### config.mk
export PLATFORM = sky130hd
export DESIGN_NAME = sarcc_ctrl
export DESIGN_NICKNAME = d
export VERILOG_FILES = /design/src/rtl/sarcc_pkg.sv /design/src/rtl/sarcc_ctrl.sv
export SDC_FILE = /design/constraint.sdc
export NUM_CORES = 1
export LEC_CHECK = 0
export BUFFER_PORTS_ARGS = -buffer_cell sky130_fd_sc_hd__buf_2
export CAP_MARGIN = 20
export CORE_MARGIN = 4
export CORE_UTILIZATION = 40
export CTS_CLUSTER_SIZE = 28
export DETAILED_ROUTE_END_ITERATION = 10
export MAX_ROUTING_LAYER = met4
export PLACE_DENSITY_LB_ADDON = 0.05
export SLEW_MARGIN = 0
export SYNTH_ARGS = -nofsm -noshare
export SYNTH_HDL_FRONTEND = slang
export SYNTH_SLANG_ARGS = --single-unit
### constraint.sdc
create_clock -name i_ref_clk -period 5.16 [get_ports i_ref_clk]
set_input_delay 0.516 -clock i_ref_clk [delete_from_list [all_inputs] [get_ports i_ref_clk]]
set_output_delay 0.516 -clock i_ref_clk [all_outputs]
set_load 0.1 [all_outputs]
### src/rtl/sarcc_pkg.sv
package sarcc_pkg;
   // Conversion pacing: about 7 us from busy falling to busy rising.
   localparam int SARCC_CLK_MHZ = 200;
   localparam int SARCC_CONV_TIME_NS = 7000;
   localparam int SARCC_CONV_CYCLES = (SARCC_CONV_TIME_NS * SARCC_CLK_MHZ) / 1000;
   // Least low time of the start request, rounded up to whole cycles.
   localparam int SARCC_START_MIN_NS = 40;
   localparam int SARCC_START_CYCLES = (SARCC_START_MIN_NS * SARCC_CLK_MHZ + 999) / 1000;
   localparam int SARCC_RES_BITS = 16;
   localparam logic [15:0] SARCC_RESULT_RST = 16'h0000;
   typedef enum logic [1:0] {SARCC_IDLE, SARCC_ARM, SARCC_CONV} sarcc_state_e;
endpackage : sarcc_pkg

### src/rtl/sarcc_ctrl.sv
`timescale 1ns/1ps
module sarcc_ctrl
   import sarcc_pkg::*;
#(
   parameter int CONV_CYCLES = SARCC_CONV_CYCLES,
   parameter bit BIPOLAR = 1'b0
) (
   input wire logic i_ref_clk,
   input wire logic i_rst,
   input wire logic i_cs_n,
   input wire logic i_rc_n,
   input wire logic i_byte_sel,
   input wire logic i_cmp_above,
   output logic o_busy_n,
   output logic o_sample_hold,
   output logic [15:0] o_data,
   output logic o_data_oe
);
   localparam int BIT_CYCLES = CONV_CYCLES / SARCC_RES_BITS;
   localparam int CW = $clog2(CONV_CYCLES + 1);
   // Each bit decision lands two cycles before the end of its slot, so the
   // last decision has settled before the result latch is written.
   localparam int TICK_AT = BIT_CYCLES - 2;

   logic [1:0] cs_sync;
   logic [1:0] rc_sync;
   logic [1:0] byte_sync;
   logic [1:0] cmp_sync;
   sarcc_state_e state;
   logic [7:0] arm_cnt;
   logic [CW-1:0] conv_cnt;
   logic [4:0] bit_idx;
   logic [15:0] sar;
   logic [15:0] result;
   logic start_req;
   logic bit_tick;
   logic conv_end;
   logic [CW-1:0] busy_len;

   // True in the last cycle of a running conversion, where the result is
   // latched; the sequencer and the output latch both decode it.
   function automatic logic conv_last(input sarcc_state_e st, input logic [CW-1:0] cnt);
      conv_last = (st == SARCC_CONV) && (cnt == CW'(CONV_CYCLES - 1));
   endfunction : conv_last

   // ----------------------------------------
   // Input synchronisers
   // ----------------------------------------
   always_ff @(posedge i_ref_clk or posedge i_rst) begin
      if (i_rst) begin
         // Selects preset to their idle high level, so that no false start
         // request is seen just after reset.
         cs_sync <= 2'h3;
         rc_sync <= 2'h3;
         byte_sync <= 2'h0;
         cmp_sync <= 2'h0;
      end else begin
         cs_sync <= {cs_sync[0], i_cs_n};
         rc_sync <= {rc_sync[0], i_rc_n};
         byte_sync <= {byte_sync[0], i_byte_sel};
         cmp_sync <= {cmp_sync[0], i_cmp_above};
      end
   end

   // Both selects low after synchronising; covers either operating mode.
   assign start_req = !cs_sync[1] && !rc_sync[1];
   assign bit_tick = (conv_cnt % CW'(BIT_CYCLES)) == CW'(TICK_AT);
   assign conv_end = conv_last(state, conv_cnt);

   // ----------------------------------------
   // Busy length monitor for the checks
   // ----------------------------------------
   // Counts clock edges at which busy was seen low; cleared while busy is
   // high, so at the rising edge of busy it holds the full low time.
   always_ff @(posedge i_ref_clk or posedge i_rst) begin
      if (i_rst) begin
         busy_len <= '0;
      end else if (o_busy_n) begin
         busy_len <= '0;
      end else begin
         busy_len <= busy_len + CW'(1);
      end
   end

   // ----------------------------------------
   // Conversion sequencer
   // ----------------------------------------
   always_ff @(posedge i_ref_clk or posedge i_rst) begin
      if (i_rst) begin
         state <= SARCC_IDLE;
         arm_cnt <= 8'h00;
         conv_cnt <= '0;
      end else begin
         unique case (state)
            SARCC_IDLE: begin
               arm_cnt <= 8'h00;
               conv_cnt <= '0;
               if (start_req) begin
                  state <= SARCC_ARM;
               end
            end
            SARCC_ARM: begin
               if (!start_req) begin
                  state <= SARCC_IDLE;
               end else if (arm_cnt == 8'(SARCC_START_CYCLES - 2)) begin
                  state <= SARCC_CONV;
               end else begin
                  arm_cnt <= arm_cnt + 8'h01;
               end
            end
            SARCC_CONV: begin
               // fixed conversion time
               // The last count of conv_cnt ends the conversion; the selects are not looked
               // at until the sequencer is back in idle.
               if (conv_end) begin
                  state <= SARCC_IDLE;
               end else begin
                  conv_cnt <= conv_cnt + 1'b1;
               end
            end
         endcase
      end
   end

   // ----------------------------------------
   // Successive approximation register
   // ----------------------------------------
   always_ff @(posedge i_ref_clk or posedge i_rst) begin
      if (i_rst) begin
         sar <= 16'h0000;
         bit_idx <= 5'h0f;
      // Outside a conversion the register sits at its first trial value, so
      // the top bit is under test from the first cycle of the next conversion.
      end else if (state != SARCC_CONV) begin
         sar <= 16'h8000;
         bit_idx <= 5'h0f;
      end else if (bit_tick && bit_idx != 5'h1f) begin
         sar[bit_idx[3:0]] <= cmp_sync[1];
         if (bit_idx != 5'h00) begin
            sar[bit_idx[3:0] - 4'h1] <= 1'b1;
         end
         bit_idx <= bit_idx - 5'h01;
      end
   end

   // ----------------------------------------
   // Output latch, busy and sample/hold
   // ----------------------------------------
   always_ff @(posedge i_ref_clk or posedge i_rst) begin
      if (i_rst) begin
         result <= SARCC_RESULT_RST;
         o_busy_n <= 1'b1;
         o_sample_hold <= 1'b0;
      end else begin
         if (conv_end) begin
            result <= BIPOLAR ? {~sar[15], sar[14:0]} : sar;
         end
         // busy falls at start
         // Busy follows the state one cycle late, so it rises one cycle after
         // the result latch has been written.
         o_busy_n <= !(state == SARCC_CONV);
         o_sample_hold <= (state == SARCC_CONV);
      end
   end

   // ----------------------------------------
   // Data port
   // ----------------------------------------
   always_ff @(posedge i_ref_clk or posedge i_rst) begin
      if (i_rst) begin
         o_data <= 16'h0000;
         o_data_oe <= 1'b0;
      end else begin
         o_data_oe <= rc_sync[1] && !cs_sync[1] && state == SARCC_IDLE && o_busy_n;
         o_data <= byte_sync[1] ? {result[7:0], result[7:0]} : result;
      end
   end

   // ----------------------------------------
   // Checks: start and restart
   // ----------------------------------------
   // A start must be qualified for the full low time, and a running
   // conversion must ignore the selects until it has finished.
   a_start_qual: assert property (@(posedge i_ref_clk) disable iff (i_rst)
      (state == SARCC_IDLE && start_req) |=> state == SARCC_ARM)
      else $error("start not taken");
   a_arm_abort: assert property (@(posedge i_ref_clk) disable iff (i_rst)
      (state == SARCC_ARM && !start_req) |=> state == SARCC_IDLE)
      else $error("short start pulse not dropped");
   a_arm_qual: assert property (@(posedge i_ref_clk) disable iff (i_rst)
      state == SARCC_ARM |-> $past(start_req))
      else $error("arming without a start request");
   a_conv_entry: assert property (@(posedge i_ref_clk) disable iff (i_rst)
      $rose(state == SARCC_CONV) |-> $past(start_req) && $past(state) == SARCC_ARM)
      else $error("conversion entered without a qualified start");
   a_no_restart: assert property (@(posedge i_ref_clk) disable iff (i_rst)
      (state == SARCC_CONV && !conv_end) |=> state == SARCC_CONV)
      else $error("conversion restarted");
   a_cnt_idle: assert property (@(posedge i_ref_clk) disable iff (i_rst)
      state != SARCC_CONV |=> conv_cnt == '0)
      else $error("conversion counter not cleared");

   // ----------------------------------------
   // Checks: busy, sampler and result
   // ----------------------------------------
   // Busy must cover the whole conversion, and the latch must already hold
   // the finished code when busy rises.
   a_busy_low_len: assert property (@(posedge i_ref_clk) disable iff (i_rst)
      $fell(o_busy_n) |-> !o_busy_n [*8])
      else $error("busy pulse too short");
   a_busy_len: assert property (@(posedge i_ref_clk) disable iff (i_rst)
      $rose(o_busy_n) |-> busy_len == CW'(CONV_CYCLES))
      else $error("busy low time differs from the conversion time");
   a_busy_follow: assert property (@(posedge i_ref_clk) disable iff (i_rst)
      (state == SARCC_CONV && conv_cnt == '0) |=> !o_busy_n)
      else $error("busy not low at start");
   a_busy_start: assert property (@(posedge i_ref_clk) disable iff (i_rst)
      $rose(state == SARCC_CONV) |=> $fell(o_busy_n))
      else $error("busy did not fall at start");
   a_busy_end: assert property (@(posedge i_ref_clk) disable iff (i_rst)
      $rose(o_busy_n) |-> $past(conv_end, 2))
      else $error("busy rose before the result was latched");
   a_result_first: assert property (@(posedge i_ref_clk) disable iff (i_rst)
      $rose(o_busy_n) |-> result == ($past(sar, 2) ^ {BIPOLAR, 15'h0000}))
      else $error("result code wrong at busy rise");
   a_result_steady: assert property (@(posedge i_ref_clk) disable iff (i_rst)
      !conv_end |=> $stable(result))
      else $error("result changed outside the latch cycle");
   a_hold_conv: assert property (@(posedge i_ref_clk) disable iff (i_rst)
      state == SARCC_CONV |=> o_sample_hold)
      else $error("sampler not in hold during conversion");
   a_sh_release: assert property (@(posedge i_ref_clk) disable iff (i_rst)
      $rose(o_busy_n) |-> !o_sample_hold)
      else $error("sampler still in hold after conversion");
   a_bit_order: assert property (@(posedge i_ref_clk) disable iff (i_rst)
      (state == SARCC_CONV && bit_tick && bit_idx != 5'h1f) |=> bit_idx == $past(bit_idx) - 5'h01)
      else $error("bit decisions out of order");
   a_sar_reset: assert property (@(posedge i_ref_clk) disable iff (i_rst)
      state != SARCC_CONV |=> sar == 16'h8000)
      else $error("approximation register not reset to first trial");

   // ----------------------------------------
   // Checks: data port
   // ----------------------------------------
   a_float_rc_low: assert property (@(posedge i_ref_clk) disable iff (i_rst)
      !rc_sync[1] |=> !o_data_oe)
      else $error("data driven while read/convert low");
   a_busy_hides: assert property (@(posedge i_ref_clk) disable iff (i_rst)
      !o_busy_n |-> !o_data_oe)
      else $error("data driven during conversion");
   a_oe_cs: assert property (@(posedge i_ref_clk) disable iff (i_rst)
      o_data_oe |-> $past(!cs_sync[1]))
      else $error("data driven without chip select");
   a_byte_swap: assert property (@(posedge i_ref_clk) disable iff (i_rst)
      byte_sync[1] |=> o_data[15:8] == $past(result[7:0]))
      else $error("low byte not on upper pins");
   a_word_order: assert property (@(posedge i_ref_clk) disable iff (i_rst)
      !byte_sync[1] |=> o_data == $past(result))
      else $error("word order wrong");

   // ----------------------------------------
   // Coverage
   // ----------------------------------------
   c_conv_done: cover property (@(posedge i_ref_clk) disable iff (i_rst) $rose(o_busy_n));
   c_read_word: cover property (@(posedge i_ref_clk) disable iff (i_rst) o_data_oe && !byte_sync[1]);
   c_read_byte: cover property (@(posedge i_ref_clk) disable iff (i_rst) o_data_oe && byte_sync[1]);
   c_start_ignored: cover property (@(posedge i_ref_clk) disable iff (i_rst) state == SARCC_CONV && start_req);
   c_arm_abort: cover property (@(posedge i_ref_clk) disable iff (i_rst) state == SARCC_ARM && !start_req);
endmodule : sarcc_ctrl

-- Word-level counts from Yosys, hierarchy flattened
Index checks and enable logic that the tools add are counted.
W data, S select, Z words.
- register bits after elaboration: 85
- bits of input ports: 6
- output and inout bits: 19
- word-level logic and storage cells: 77
- add/sub/neg operators: 4
- divide/modulo/power cells: 1
- $lt $le $gt $ge: 4
- equal/unequal tests: 13
- multiplexer cells: 21
- bitwise operators: 1
- reduce and logical (&&, ||, !) cells: 19
- operators by type and width (cell ; count):
    $mux W16 ; 4
    $pmux W11 S2 ; 1
    $bwmux W16 ; 1
    $mux W8 ; 2
    $or A16 B16 Y16 ; 1
    $pmux W8 S2 ; 1
    $ne A2 B2 Y1 const B ; 6
    $add A11 B1 Y11 const B ; 1
    $eq A11 B11 Y1 const B ; 1
    $eq A11 B7 Y1 const B ; 1
    $mod A11 B7 Y11 const B ; 1
    $mux W11 ; 1
    $lt A4 B5 Y1 const B ; 2
    $mux W5 ; 2
    $add A8 B1 Y8 const B ; 1
    $demux W1 S4 ; 2
    $eq A8 B3 Y1 const B ; 1
    $ge A4 B1 Y1 const B ; 2
    $logic_and A1 B1 Y1 ; 8
    $mux W2 ; 4
    $pmux W2 S3 ; 1
    $reduce_and A3 Y1 ; 2
    $reduce_bool A2 Y1 ; 3
    $ne A5 B5 Y1 const B ; 1
    other kinds (10) ; 13

-- Logic depth before layout (Yosys ltp)
Gate-level depths: netlist (run 1).
- depth in word-level cells: 9
- depth in mapped cells: 25
- mapped depth without buffers: 21

-- Worst setup path before layout (run 1)
Ideal clock, no wire load.
- kind: flip-flop to flip-flop
- start point: register conv_cnt[6]
- end point: register bit_idx[3]
- setup time: 0.085 ns
- arrival time: 4.984 ns
- data required time: 5.075 ns
- setup slack: 0.091 ns
- stages on the path, launching flop included: 25
- path buffers: 4
- period minus slack after synthesis: 5.069 ns
- path through: dfrtp_1 > buf_6 > a211oi_2 > o2bb2ai_4 > o22a_1 > o311ai_4 > o2bb2ai_1 > nor4_1 > or3_1 > buf_6 > or3_4 > nand3_2 > buf_4 > xnor2_1 > ha_1 > nor2_1 > nand3b_1 > a211o_1 > nand2_1 > o2bb2ai_1 > a21o_1 > a21o_1 > buf_2 > nor4_2 > mux2_1
- longest elaborated chain between the ends: 4
- ends and longest elaborated chain (element ; RTL line ; source):
    start, declared ; sarcc_ctrl.sv:31 ; logic [CW-1:0] conv_cnt;
    start signal, assigned ; sarcc_ctrl.sv:118 ; conv_cnt <= conv_cnt + 1'b1;
    $mod A11 B7 Y11 ; sarcc_ctrl.sv:67 ; assign bit_tick = (conv_cnt % CW'(BIT_CYCLES)) == CW'(TICK_AT);
    $eq A11 B7 Y1 ; sarcc_ctrl.sv:67 ;
    $logic_and A1 B1 Y1 ; sarcc_ctrl.sv:137 ; end else if (bit_tick && bit_idx != 5'h1f) begin
    $reduce_bool A2 Y1 (no line) ; -- ;
    end signal, assigned ; sarcc_ctrl.sv:142 ; bit_idx <= bit_idx - 5'h01;
    end, declared ; sarcc_ctrl.sv:32 ; logic [4:0] bit_idx;
Every way passes these cells.
A chain may end at the register's enable or synchronous reset.

-- Worst setup path after layout (run 1)
- start point: register conv_cnt[6]
- end point: register sar[14]
- longest elaborated chain between the ends: 4
- ends and longest elaborated chain (element ; RTL line ; source):
    $mod A11 B7 Y11 ; sarcc_ctrl.sv:67 ;
    $eq A11 B7 Y1 ; sarcc_ctrl.sv:67 ;
    $logic_and A1 B1 Y1 ; sarcc_ctrl.sv:137 ;
    $reduce_bool A2 Y1 (no line) ; -- ;
    end signal, assigned by index ; sarcc_ctrl.sv:138 ; sar[bit_idx[3:0]] <= cmp_sync[1];
    end, declared ; sarcc_ctrl.sv:33 ; logic [15:0] sar;
Every way passes these cells.

==> metrics.yaml, run 1 <==
setup_path:
  slowest_delay_ns: 0.47
  startpoint_type: "flip-flop"
  critPathCaptureType: "flip-flop"
  slowest_stage: "dfrtp_2"
  crit_type: "flip-flop to flip-flop"
  cp.required_ns: 5.37
  crit_arrival_ns: 5.27
  cp_max_fo: 8
  critPathMostFrequentCell: "xnor2_2"
  crit_path_cell_trace: "buf_6 > buf_4 > a41o_4 > o2bb2ai_4 > a211oi_4 > buf_4 > xnor2_2 > a32oi_2 > xnor2_2 > o31a_1 > nand3_4 > xnor2_2 > ha_1 > nor2_2 > nand3_1 > a211o_1 > nand2_2 > o2bb2ai_2 > a21o_1 > a21o_4 > nor3_4 > clkbuf_16 > a211oi_1"
power_and_ir_drop:
  ir_drop_mv: 0.264
  p_per_area_nw_per_um2: 207
  leakagePower_nw: 3.13
final_layout:
  final_util_pct: 53.9
  final_area_sq_um: 7590
  fill_cells: 1281
  drive_gt1_share_pct: 38.7
  final_common_cell: "buf_4"
  synthToLayoutAreaGrowth_pct: 29.7
  n_antenna_cell: 0
  mostFrequentLayoutCells: "buf_4 (85), dfrtp_1 (69), nor2_1 (42), nand2_1 (41), nand3_1 (30)"
  nets: 738
synth:
  synthTopCellsByArea: "dfrtp_1 (33%), mux2_2 (4.8%), dfstp_2 (4.0%)"
  synth_top_area_share_pct: 32.5
  synth_cell_type_count: 96
  synth_seq_area_share_pct: 36.5
  synth_seq_cells: 85
  syn-mean-instance-area_sq_um: 9.47
  syn_nets: 638
  synth-edff-count: 0
  synth_area_leader_cell: "dfrtp_1"
  async_reset_ff_share_pct: 100
  synth_cells: 618
  netlist_area_sq_um: 5850
  synth_flop_cell: "dfrtp_1"
  yosysWarnings: 0
run_status:
  outcome: "complete, no violations"
clock_tree:
  clk_latency_ns: 0.34
  tritoncts: "yes"
  cts_root_buffer: "clkbuf_16"
  cts_buffer_depth: 2
  postCtsHoldBufs: 0
  h-tree-depth: 3
  clk_transition_reported_paths_ns: 0.06
  numClockSinks: 85
  cts_buffers: 9
floorplan:
  dieArea_sq_um: 16600
  die_h_um: 129
  start_util_pct: 41.5
  coreArea_sq_um: 14100
  rows: 43
  io_pins: 25
  die_x_um: 129
timing:
  timing.final.crit_period_ns: 5.06
  slew_headroom_pct: 53.0
  fin_worst_skew_ns: 0.00821
  holdWs_ns: 0.173
  drv_slew: 0
  worst_slack_ns: 0.101
  setup_violations: 0
  finalHoldViolations: 0
  fmax_ghz: 0.198
  fin_crit_sh_pct: 98.0
  tightest_slew_ns: 0.705
worst_hold_path:
  hp-class: "input pin to asynchronous set/reset pin"
global_route:
  use_met2_pct: 27.0
  antenna_found_initial: 0
  busiest_layer: "met1"
  gr-usage-met1_pct: 27.1
  grt_overflow_total: 0
  grt_pass1_wl_um: 24800
  grt_max_degree: 59
  grt_pass1_vias: 4935
  grt_use_met3_pct: 2.78
  grt_use_total_pct: 18.8
route:
  initialDrtViolationCount: 350
  drc_errors: 0
  drtAntennaViolNets: 0
  via_per_inst: 5.88
  routed_wl_um: 15800
  wl_per_cell_um: 17.5
  first_pass_iters: 5
  via_count: 5312
flow_run:
  maxCapViolCount: 0
placed_design:
  routabilityCongestion: 0.907
  place_area_sq_um: 6520
  port_buffers: 24
  dp_hpwl_um: 10900
  dp_slack_ns: -0.0772
[repair_timing]
| item | CTS | global route |
|---|---|---|
| gates cloned | 0 | 2 |
| pin swaps | 0 | 47 |
| gates resized for setup | 5 | 99 |
| buffers inserted | 0 | 33 |
| setup endpoints to repair | 12 | 21 |
| hold endpoints to repair | 0 | 0 |
[cells by family (layout without fill, tap and decap cells)]
family,Yosys count,count (layout),share of synthesized area (%)
mux,34,34,6.67
simple gates,201,201,18.0
fa+ha+maj,14,14,2.99
buf+inv,51,156,4.30
compound gates,215,215,28.7
flops,85,85,36.5
xor+xnor,18,18,2.82
[power breakdown]
| group | internal (mW) | total (mW) | switching (mW) | leakage [nW] |
|---|---|---|---|---|
| registers | 0.692 | 0.720 | 0.0283 | 1.13 |
| logic | 0.0512 | 0.195 | 0.144 | 1.86 |
| clock network | 0.377 | 0.653 | 0.276 | 0.146 |
[worst max-delay path: cells and delay by family, from the launching register on]
family,cells,cell delay [ns]
AOI/OAI and AO/OA,10,2.29
and+or+nand+nor,5,0.75
buffers and inverters,4,0.70
DFF,1,0.47
xor gates and xnor gates,3,0.42
adders and majority gates,1,0.30
[sequential cells by signal, indices dropped and copies added, names as in the netlist]
name           cells
o_data            16
result            16
sar               16
conv_cnt          11
arm_cnt            8
bit_idx            5
byte_sync          2
cmp_sync           2
cs_sync            2
rc_sync            2
state              2
o_busy_n           1
o_data_oe          1
o_sample_hold      1
[cell usage after synthesis (7+ instances only)]
| master | instances |
|---|---|
| xnor2_1 | 10 |
| nor4_1 | 8 |
| a31oi_1 | 23 |
| o211ai_1 | 9 |
| inv_1 | 17 |
| clkbuf_1 | 14 |
| a311oi_1 | 8 |
| a211oi_1 | 14 |
| nor2_1 | 46 |
| o21ai_0 | 31 |
| a21oi_1 | 24 |
| a21boi_0 | 9 |
| mux2_2 | 25 |
| xor2_1 | 7 |
| nand2_1 | 46 |
| dfstp_2 | 9 |
| dfrtp_1 | 76 |
| a21o_1 | 9 |
| ha_1 | 14 |
| nand3_1 | 31 |
| nand4_1 | 11 |
[final timing paths]
check                                to          from  cells past startpoint  slack, ns
setup / recovery                sar[14]   conv_cnt[6]                     23       0.10
hold / removal                o_data_oe         i_rst                      2       0.17
setup reg to reg                sar[14]   conv_cnt[6]                     23       0.10
hold reg to reg            byte_sync[1]  byte_sync[0]                      0       0.35
max in group asynchronous     result[7]         i_rst                      3       3.92
min in group i_ref_clk       cs_sync[0]        i_cs_n                      1       0.27
[routing by layer]
layer | vias to the layer above | wire length, um
met2 | 108 | 7170
li1 | 2576 | -
met5 | - | 0
met3 | 25 | 545
met4 | 0 | 276
met1 | 2603 | 7790
[cell type report]
class / instances / area, sq um / area share, %
repair buffers: 121 / 947 / 12.5
well taps: 180 / 225 / 2.97
inverters: 19 / 72.6 / 0.956
clock buffers: 9 / 225 / 2.97
multi-input cells: 482 / 3900 / 51.4
clock inverters: 7 / 73.8 / 0.972
flip-flops and latches: 85 / 2150 / 28.3
[stage by stage]
step	TNS [ns]	total power [mW]	std cells
detailed placement	-0.195	0.928	853
finish	0	1.57	903
global route	-0.809	1.65	903
global placement	0	0.924	853
floorplan	0	0.878	618
CTS	0	1.59	869
(Power assumes the default switching activity.)
==> run 2: changes to the inputs <==
--- a/config.mk
+++ b/config.mk
@@ -8,7 +8,7 @@
 export BUFFER_PORTS_ARGS = -buffer_cell sky130_fd_sc_hd__buf_2
 export CAP_MARGIN = 20
 export CORE_MARGIN = 4
-export CORE_UTILIZATION = 40
+export CORE_UTILIZATION = 55
 export CTS_CLUSTER_SIZE = 28
 export DETAILED_ROUTE_END_ITERATION = 10
 export MAX_ROUTING_LAYER = met4
==> run 2 against run 1 <==
Against the previous run:
- non-clock buffer count increased by 14
- clock skew up 0.0041 ns
- wire length grew 3.9%
- sequential share of layout area is 0.31 points higher
- register-to-register slack worse by 0.08 ns
- die area fell by 26%
- first-iteration DRC count grew 26%
- cell count shrank 3.3%
- critical path depth shrank 1
- critical endpoint is now sar[0]
- highest routed layer unchanged
==> metrics.yaml, run 2 (synthesis gave the netlist of run 1 again) <==
flow_run:
  maxCapViolCount: 0
final_layout:
  multi_input_area_sq_um: 3900
  mostFrequentLayoutCells: "buf_4 (98), dfrtp_1 (69), nand2_1 (44), nor2_1 (42), o21ai_0 (29)"
  final_common_cell: "buf_4"
  fill_cells: 728
  reg_top3: "o_data: 16 flops, result: 16 flops, sar: 16 flops"
  synthToLayoutAreaGrowth_pct: 28.3
  n_antenna_cell: 0
  drive_gt1_share_pct: 38.3
  seqCellArea_sq_um: 2150
  nets: 752
setup_path:
  startpoint_type: "flip-flop"
  cp.required_ns: 5.45
  crit_path_cell_trace: "o211ai_1 > buf_4 > o2bb2ai_4 > o22a_4 > o311ai_4 > o2bb2ai_4 > nor2_2 > nand2_1 > inv_1 > ha_4 > or4_1 > o211ai_1 > buf_4 > a21o_1 > nand3_4 > nand2_1 > nand2_1 > o31a_1 > mux2_4 > nor3_4 > buf_6 > o2111a_1"
  critPathMostFrequentCell: "nand2_1"
  slowest_delay_ns: 0.52
  slowest_stage: "or4_1"
  cp_max_fo: 8
  crit_arrival_ns: 5.43
  critPathCaptureType: "flip-flop"
  crit_type: "flip-flop to flip-flop"
floorplan:
  io_pins: 25
  die_h_um: 111
  start_util_pct: 56.7
  rows: 37
  die_x_um: 111
  dieArea_sq_um: 12400
  coreArea_sq_um: 10300
timing:
  fin_worst_skew_ns: 0.0123
  holdWs_ns: 0.173
  slew_headroom_pct: 55.3
  fin_crit_sh_pct: 99.6
  finalHoldViolations: 0
  rsz0062_at_grt: "yes"
  tightest_slew_ns: 0.671
  setup_violations: 0
  drv_slew: 0
  setup_tns_ns: 0
  timing.final.crit_period_ns: 5.14
  fmax_ghz: 0.195
clock_tree:
  clk_latency_ns: 0.36
  clk_transition_reported_paths_ns: 0.09
  tritoncts: "yes"
  cts_buffers: 9
  h-tree-depth: 3
  postCtsHoldBufs: 0
  numClockSinks: 85
  cts_root_buffer: "clkbuf_8"
  cts_buffer_depth: 2
placed_design:
  routabilityCongestion: 0.943
  port_buffers: 24
  dp_hpwl_um: 10600
route:
  via_per_inst: 6.48
  routed_wl_um: 16400
  wl_per_cell_um: 18.8
  via_count: 5654
  first_pass_iters: 5
  initialDrtViolationCount: 440
  drtAntennaViolNets: 0
  drc_errors: 0
worst_hold_path:
  hp-class: "input pin to asynchronous set/reset pin"
global_route:
  antenna_found_initial: 0
  grt_pass1_wl_um: 24900
  grt_max_degree: 86
  grt_overflow_total: 0
  grt_use_total_pct: 24.5
  grt_pass1_vias: 5265
power_and_ir_drop:
  p_per_area_nw_per_um2: 184
  ir_drop_mv: 0.284
  leakagePower_nw: 3.20
run_status:
  outcome: "complete, no violations"
-- run 2: worst paths after layout --
check	slack, ns	depth (start not counted)	end	startpoint
min in group i_ref_clk	0.26	1	rc_sync[0]	i_rc_n
hold / removal	0.17	3	o_data[5]	i_rst
setup reg to reg	0.02	22	sar[0]	conv_cnt[9]
setup / recovery	0.02	22	sar[0]	conv_cnt[9]
hold reg to reg	0.36	0	cmp_sync[1]	cmp_sync[0]
max in group asynchronous	4.35	4	bit_idx[2]	i_rst
-- run 2: timing repair --
item	CTS	global route
gates resized for setup	9	91
buffers inserted	1	35
pin swaps	1	25
endpoints found under the setup margin	18	21
cloned	0	1
-- run 2: cell type report --
type | instances | area share (%)
flip-flops and latches | 85 | 28.6
well taps | 136 | 2.27
clock buffers | 12 | 1.93
inverters | 19 | 1.00
clock inverters | 4 | 0.650
multi-input cells | 482 | 51.9
repair buffers | 135 | 13.6
-- run 2: per-stage QoR --
stage               area (sq um)  setup WS (ns)  utilization, %  cells  power [mW]
floorplan                   5850         0.0913               -    618       0.878
global placement            6510         0.0172            63.1    819       0.915
detailed placement          6510        -0.0723            63.1    819       0.925
CTS                         6740        0.00271            65.3    836        1.38
global route                7510         -0.143            72.7    873        1.46
finish                      7510         0.0218            72.7    873        1.38
-- run 2: power by group --
group	internal, mW	leakage (nW)	switching, mW	total (mW)
logic	0.0542	1.97	0.147	0.201
clock network	0.237	0.100	0.226	0.462
registers	0.691	1.13	0.0275	0.719
total	0.982	3.20	0.400	1.38
-- run 2: worst max-delay path, delay by kind of cell, from the launching register on --
family,cells,cell delay (ns)
buffers and inverters,4,0.63
adders and majority gates,1,0.17
muxes,1,0.33
and+or+nand+nor,7,1.26
AOI/OAI and AO/OA,9,2.18
DFF,1,0.47
-- run 2: routing by layer --
metal | vias to the layer above | share of wire, % | global-route usage, %
met5 | - | 0 | -
met4 | 0 | 3.1 | 11.0
met3 | 60 | 5.0 | 3.28
met2 | 241 | 49 | 39.1
met1 | 2752 | 43 | 31.4
li1 | 2601 | - | -
==> run 3: changes to the inputs <==
--- a/config.mk
+++ b/config.mk
@@ -5,9 +5,10 @@
 export SDC_FILE = /design/constraint.sdc
 export NUM_CORES = 1
 export LEC_CHECK = 0
+export ABC_AREA = 1
 export BUFFER_PORTS_ARGS = -buffer_cell sky130_fd_sc_hd__buf_2
 export CAP_MARGIN = 20
-export CORE_MARGIN = 4
+export CORE_MARGIN = 2
 export CORE_UTILIZATION = 55
 export CTS_CLUSTER_SIZE = 28
 export DETAILED_ROUTE_END_ITERATION = 10
==> run 3 against run 2 <==
Against the previous run:
- critical path depth rose by 17
- clock power rose by 5.8%
- largest cell class unchanged
- highest routed layer unchanged
- non-clock buffer count fell by 85
==> metrics.yaml, run 3 <==
synth:
  netlist_area_sq_um: 6140
  synth_flop_cell: "dfrtp_1"
  synth_cell_type_count: 50
  synth_seq_cells: 85
  synth_cells: 758
  synth-edff-count: 0
  synth_top_area_share_pct: 31.0
  ys_top_cells_by_count: "nand2_1 (182), dfrtp_1 (76), inv_1 (74), nand3_1 (71), o21ai_0 (43)"
  async_reset_ff_share_pct: 100
  yosysWarnings: 0
  synth_most_common_cell: "nand2_1"
  synth_area_leader_cell: "dfrtp_1"
  syn_nets: 778
  synth_seq_area_share_pct: 34.8
  syn-mean-instance-area_sq_um: 8.10
  synthTopCellsByArea: "dfrtp_1 (31%), nand2_1 (11%), nand3_2 (6.0%)"
clock_tree:
  clk_transition_reported_paths_ns: 0.09
  cts_buffer_depth: 2
  tritoncts: "yes"
  numClockSinks: 85
  h-tree-depth: 3
  cts_root_buffer: "clkbuf_8"
  clk_latency_ns: 0.37
  postCtsHoldBufs: 0
  cts_buffers: 9
route:
  initialDrtViolationCount: 473
  routed_wl_um: 13300
  wl_per_cell_um: 14.0
  via_per_inst: 5.34
  via_count: 5069
  drtAntennaViolNets: 0
  drc_errors: 0
  first_pass_iters: 4
final_layout:
  mostFrequentLayoutCells: "nand2_1 (180), dfrtp_1 (74), inv_1 (72), nand3_1 (67), o21ai_0 (43)"
  final_area_sq_um: 6880
  reg_top3: "o_data: 16 flops, result: 16 flops, sar: 16 flops"
  n_antenna_cell: 0
  synthToLayoutAreaGrowth_pct: 12.1
  final_common_cell: "nand2_1"
  nets: 825
  drive_gt1_share_pct: 31.6
placed_design:
  dp_slack_ns: 0.0938
  routabilityCongestion: 0.911
  dp_hpwl_um: 9410
  place_area_sq_um: 6290
  port_buffers: 24
setup_path:
  worst-path-buf-inv: 6
  cp.required_ns: 5.42
  slowest_stage: "dfrtp_2"
  critPathCaptureType: "flip-flop"
  critPathMostFrequentCell: "nand2_1"
  reg2reg_from: "conv_cnt[7]"
  rrSetupSlack_ns: 0.32
  slowest_delay_ns: 0.45
  crit_arrival_ns: 5.10
  startpoint_type: "flip-flop"
  cp_max_fo: 11
  crit_type: "flip-flop to flip-flop"
  regToRegEndpoint: "sar[3]"
  cp_top_family: "simple AND/OR/NAND/NOR gates"
  reg2regPathDepth: 39
power_and_ir_drop:
  leakagePower_nw: 3.58
  total_power_mw: 1.62
  ir_drop_mv: 0.224
  p_per_area_nw_per_um2: 235
global_route:
  grt_pass1_vias: 4802
  grt_use_total_pct: 23.7
  grt_max_degree: 86
  antenna_found_initial: 0
  grt_overflow_total: 0
  grt_pass1_wl_um: 22000
floorplan:
  rows: 38
  start_util_pct: 56.4
  coreArea_sq_um: 10900
  die_h_um: 110
  io_pins: 25
  die_x_um: 110
  dieArea_sq_um: 12000
timing:
  fin_crit_sh_pct: 93.8
  slew_headroom_pct: 60.5
  fin_worst_skew_ns: 0.0104
  setup_violations: 0
  drv_slew: 0
  worst_slack_ns: 0.319
  tightest_slew_ns: 0.593
  finalHoldViolations: 0
  fmax_ghz: 0.207
  timing.final.crit_period_ns: 4.84
  setup_tns_ns: 0
worst_hold_path:
  hp-class: "input pin to asynchronous set/reset pin"
run_status:
  outcome: "complete, no violations"
flow_run:
  maxCapViolCount: 0
## run 3: logic make-up (layout without fill, tap and decap cells)
group,Yosys count,count (layout),share of synthesized area [%]
adders and majority gates,14,14,2.85
and+or+nand+nor,451,456,42.5
xor gates and xnor gates,6,6,0.856
AOI/OAI and AO/OA,73,73,6.62
muxes,22,22,3.75
buffers and inverters,107,154,8.62
DFF,85,85,34.8
## run 3: cell type report
type                    count  area [sq um]
clock inverters             7          78.8
flip-flops and latches     85          2140
inverters                  88           344
well taps                 140           175
clock buffers               9           124
fillers                   963          4000
repair buffers             50           377
multi-input cells         571          3640
## run 3: report_power, final
| part | leakage (nW) | switching (mW) | internal, mW |
|---|---|---|---|
| registers | 1.13 | 0.0471 | 0.709 |
| clock network | 0.105 | 0.258 | 0.231 |
| logic | 2.34 | 0.270 | 0.103 |
| total | 3.58 | 0.575 | 1.04 |
## run 3: worst max-delay path by stage
stage                start          to  slack [ns]  cells after the start
2_1_floorplan  conv_cnt[7]     sar[13]        0.78                     41
4_1_cts        conv_cnt[7]  bit_idx[2]        0.06                     37
5_1_grt        conv_cnt[7]  bit_idx[2]      -0.004                     43
3_3_place_gp   conv_cnt[7]  bit_idx[0]        0.22                     36
3_5_place_dp   conv_cnt[7]  bit_idx[1]        0.09                     37
6_report       conv_cnt[7]      sar[3]        0.32                     39
## run 3: metal layers
layer,part of all wire [%],global-route usage (%),vias up
met2,51,39.0,71
met1,45,30.4,2416
met5,0,-,-
met4,1.4,5.88,0
li1,-,-,2568
met3,2.5,4.21,14
## run 3: stage by stage
step | std cells | util (%) | hold slack [ns]
global placement | 908 | 57.8 | 0.332
finish | 950 | 63.2 | 0.173
CTS | 924 | 59.6 | 0.226
global route | 950 | 63.2 | 0.182
floorplan | 758 | - | 0.331
detailed placement | 908 | 57.8 | 0.337
## run 3: worst register-to-register path, delay by kind of cell (launching register included)
kind,cells,cell delay [ns]
and+or+nand+nor,33,3.58
DFF,1,0.45
buffers and inverters,6,0.72
## run 3: repair_timing
item,in CTS,in global routing
endpoints found under the setup margin,0,21
resized for setup,0,24
setup buffers,0,20
hold endpoints to repair,0,0
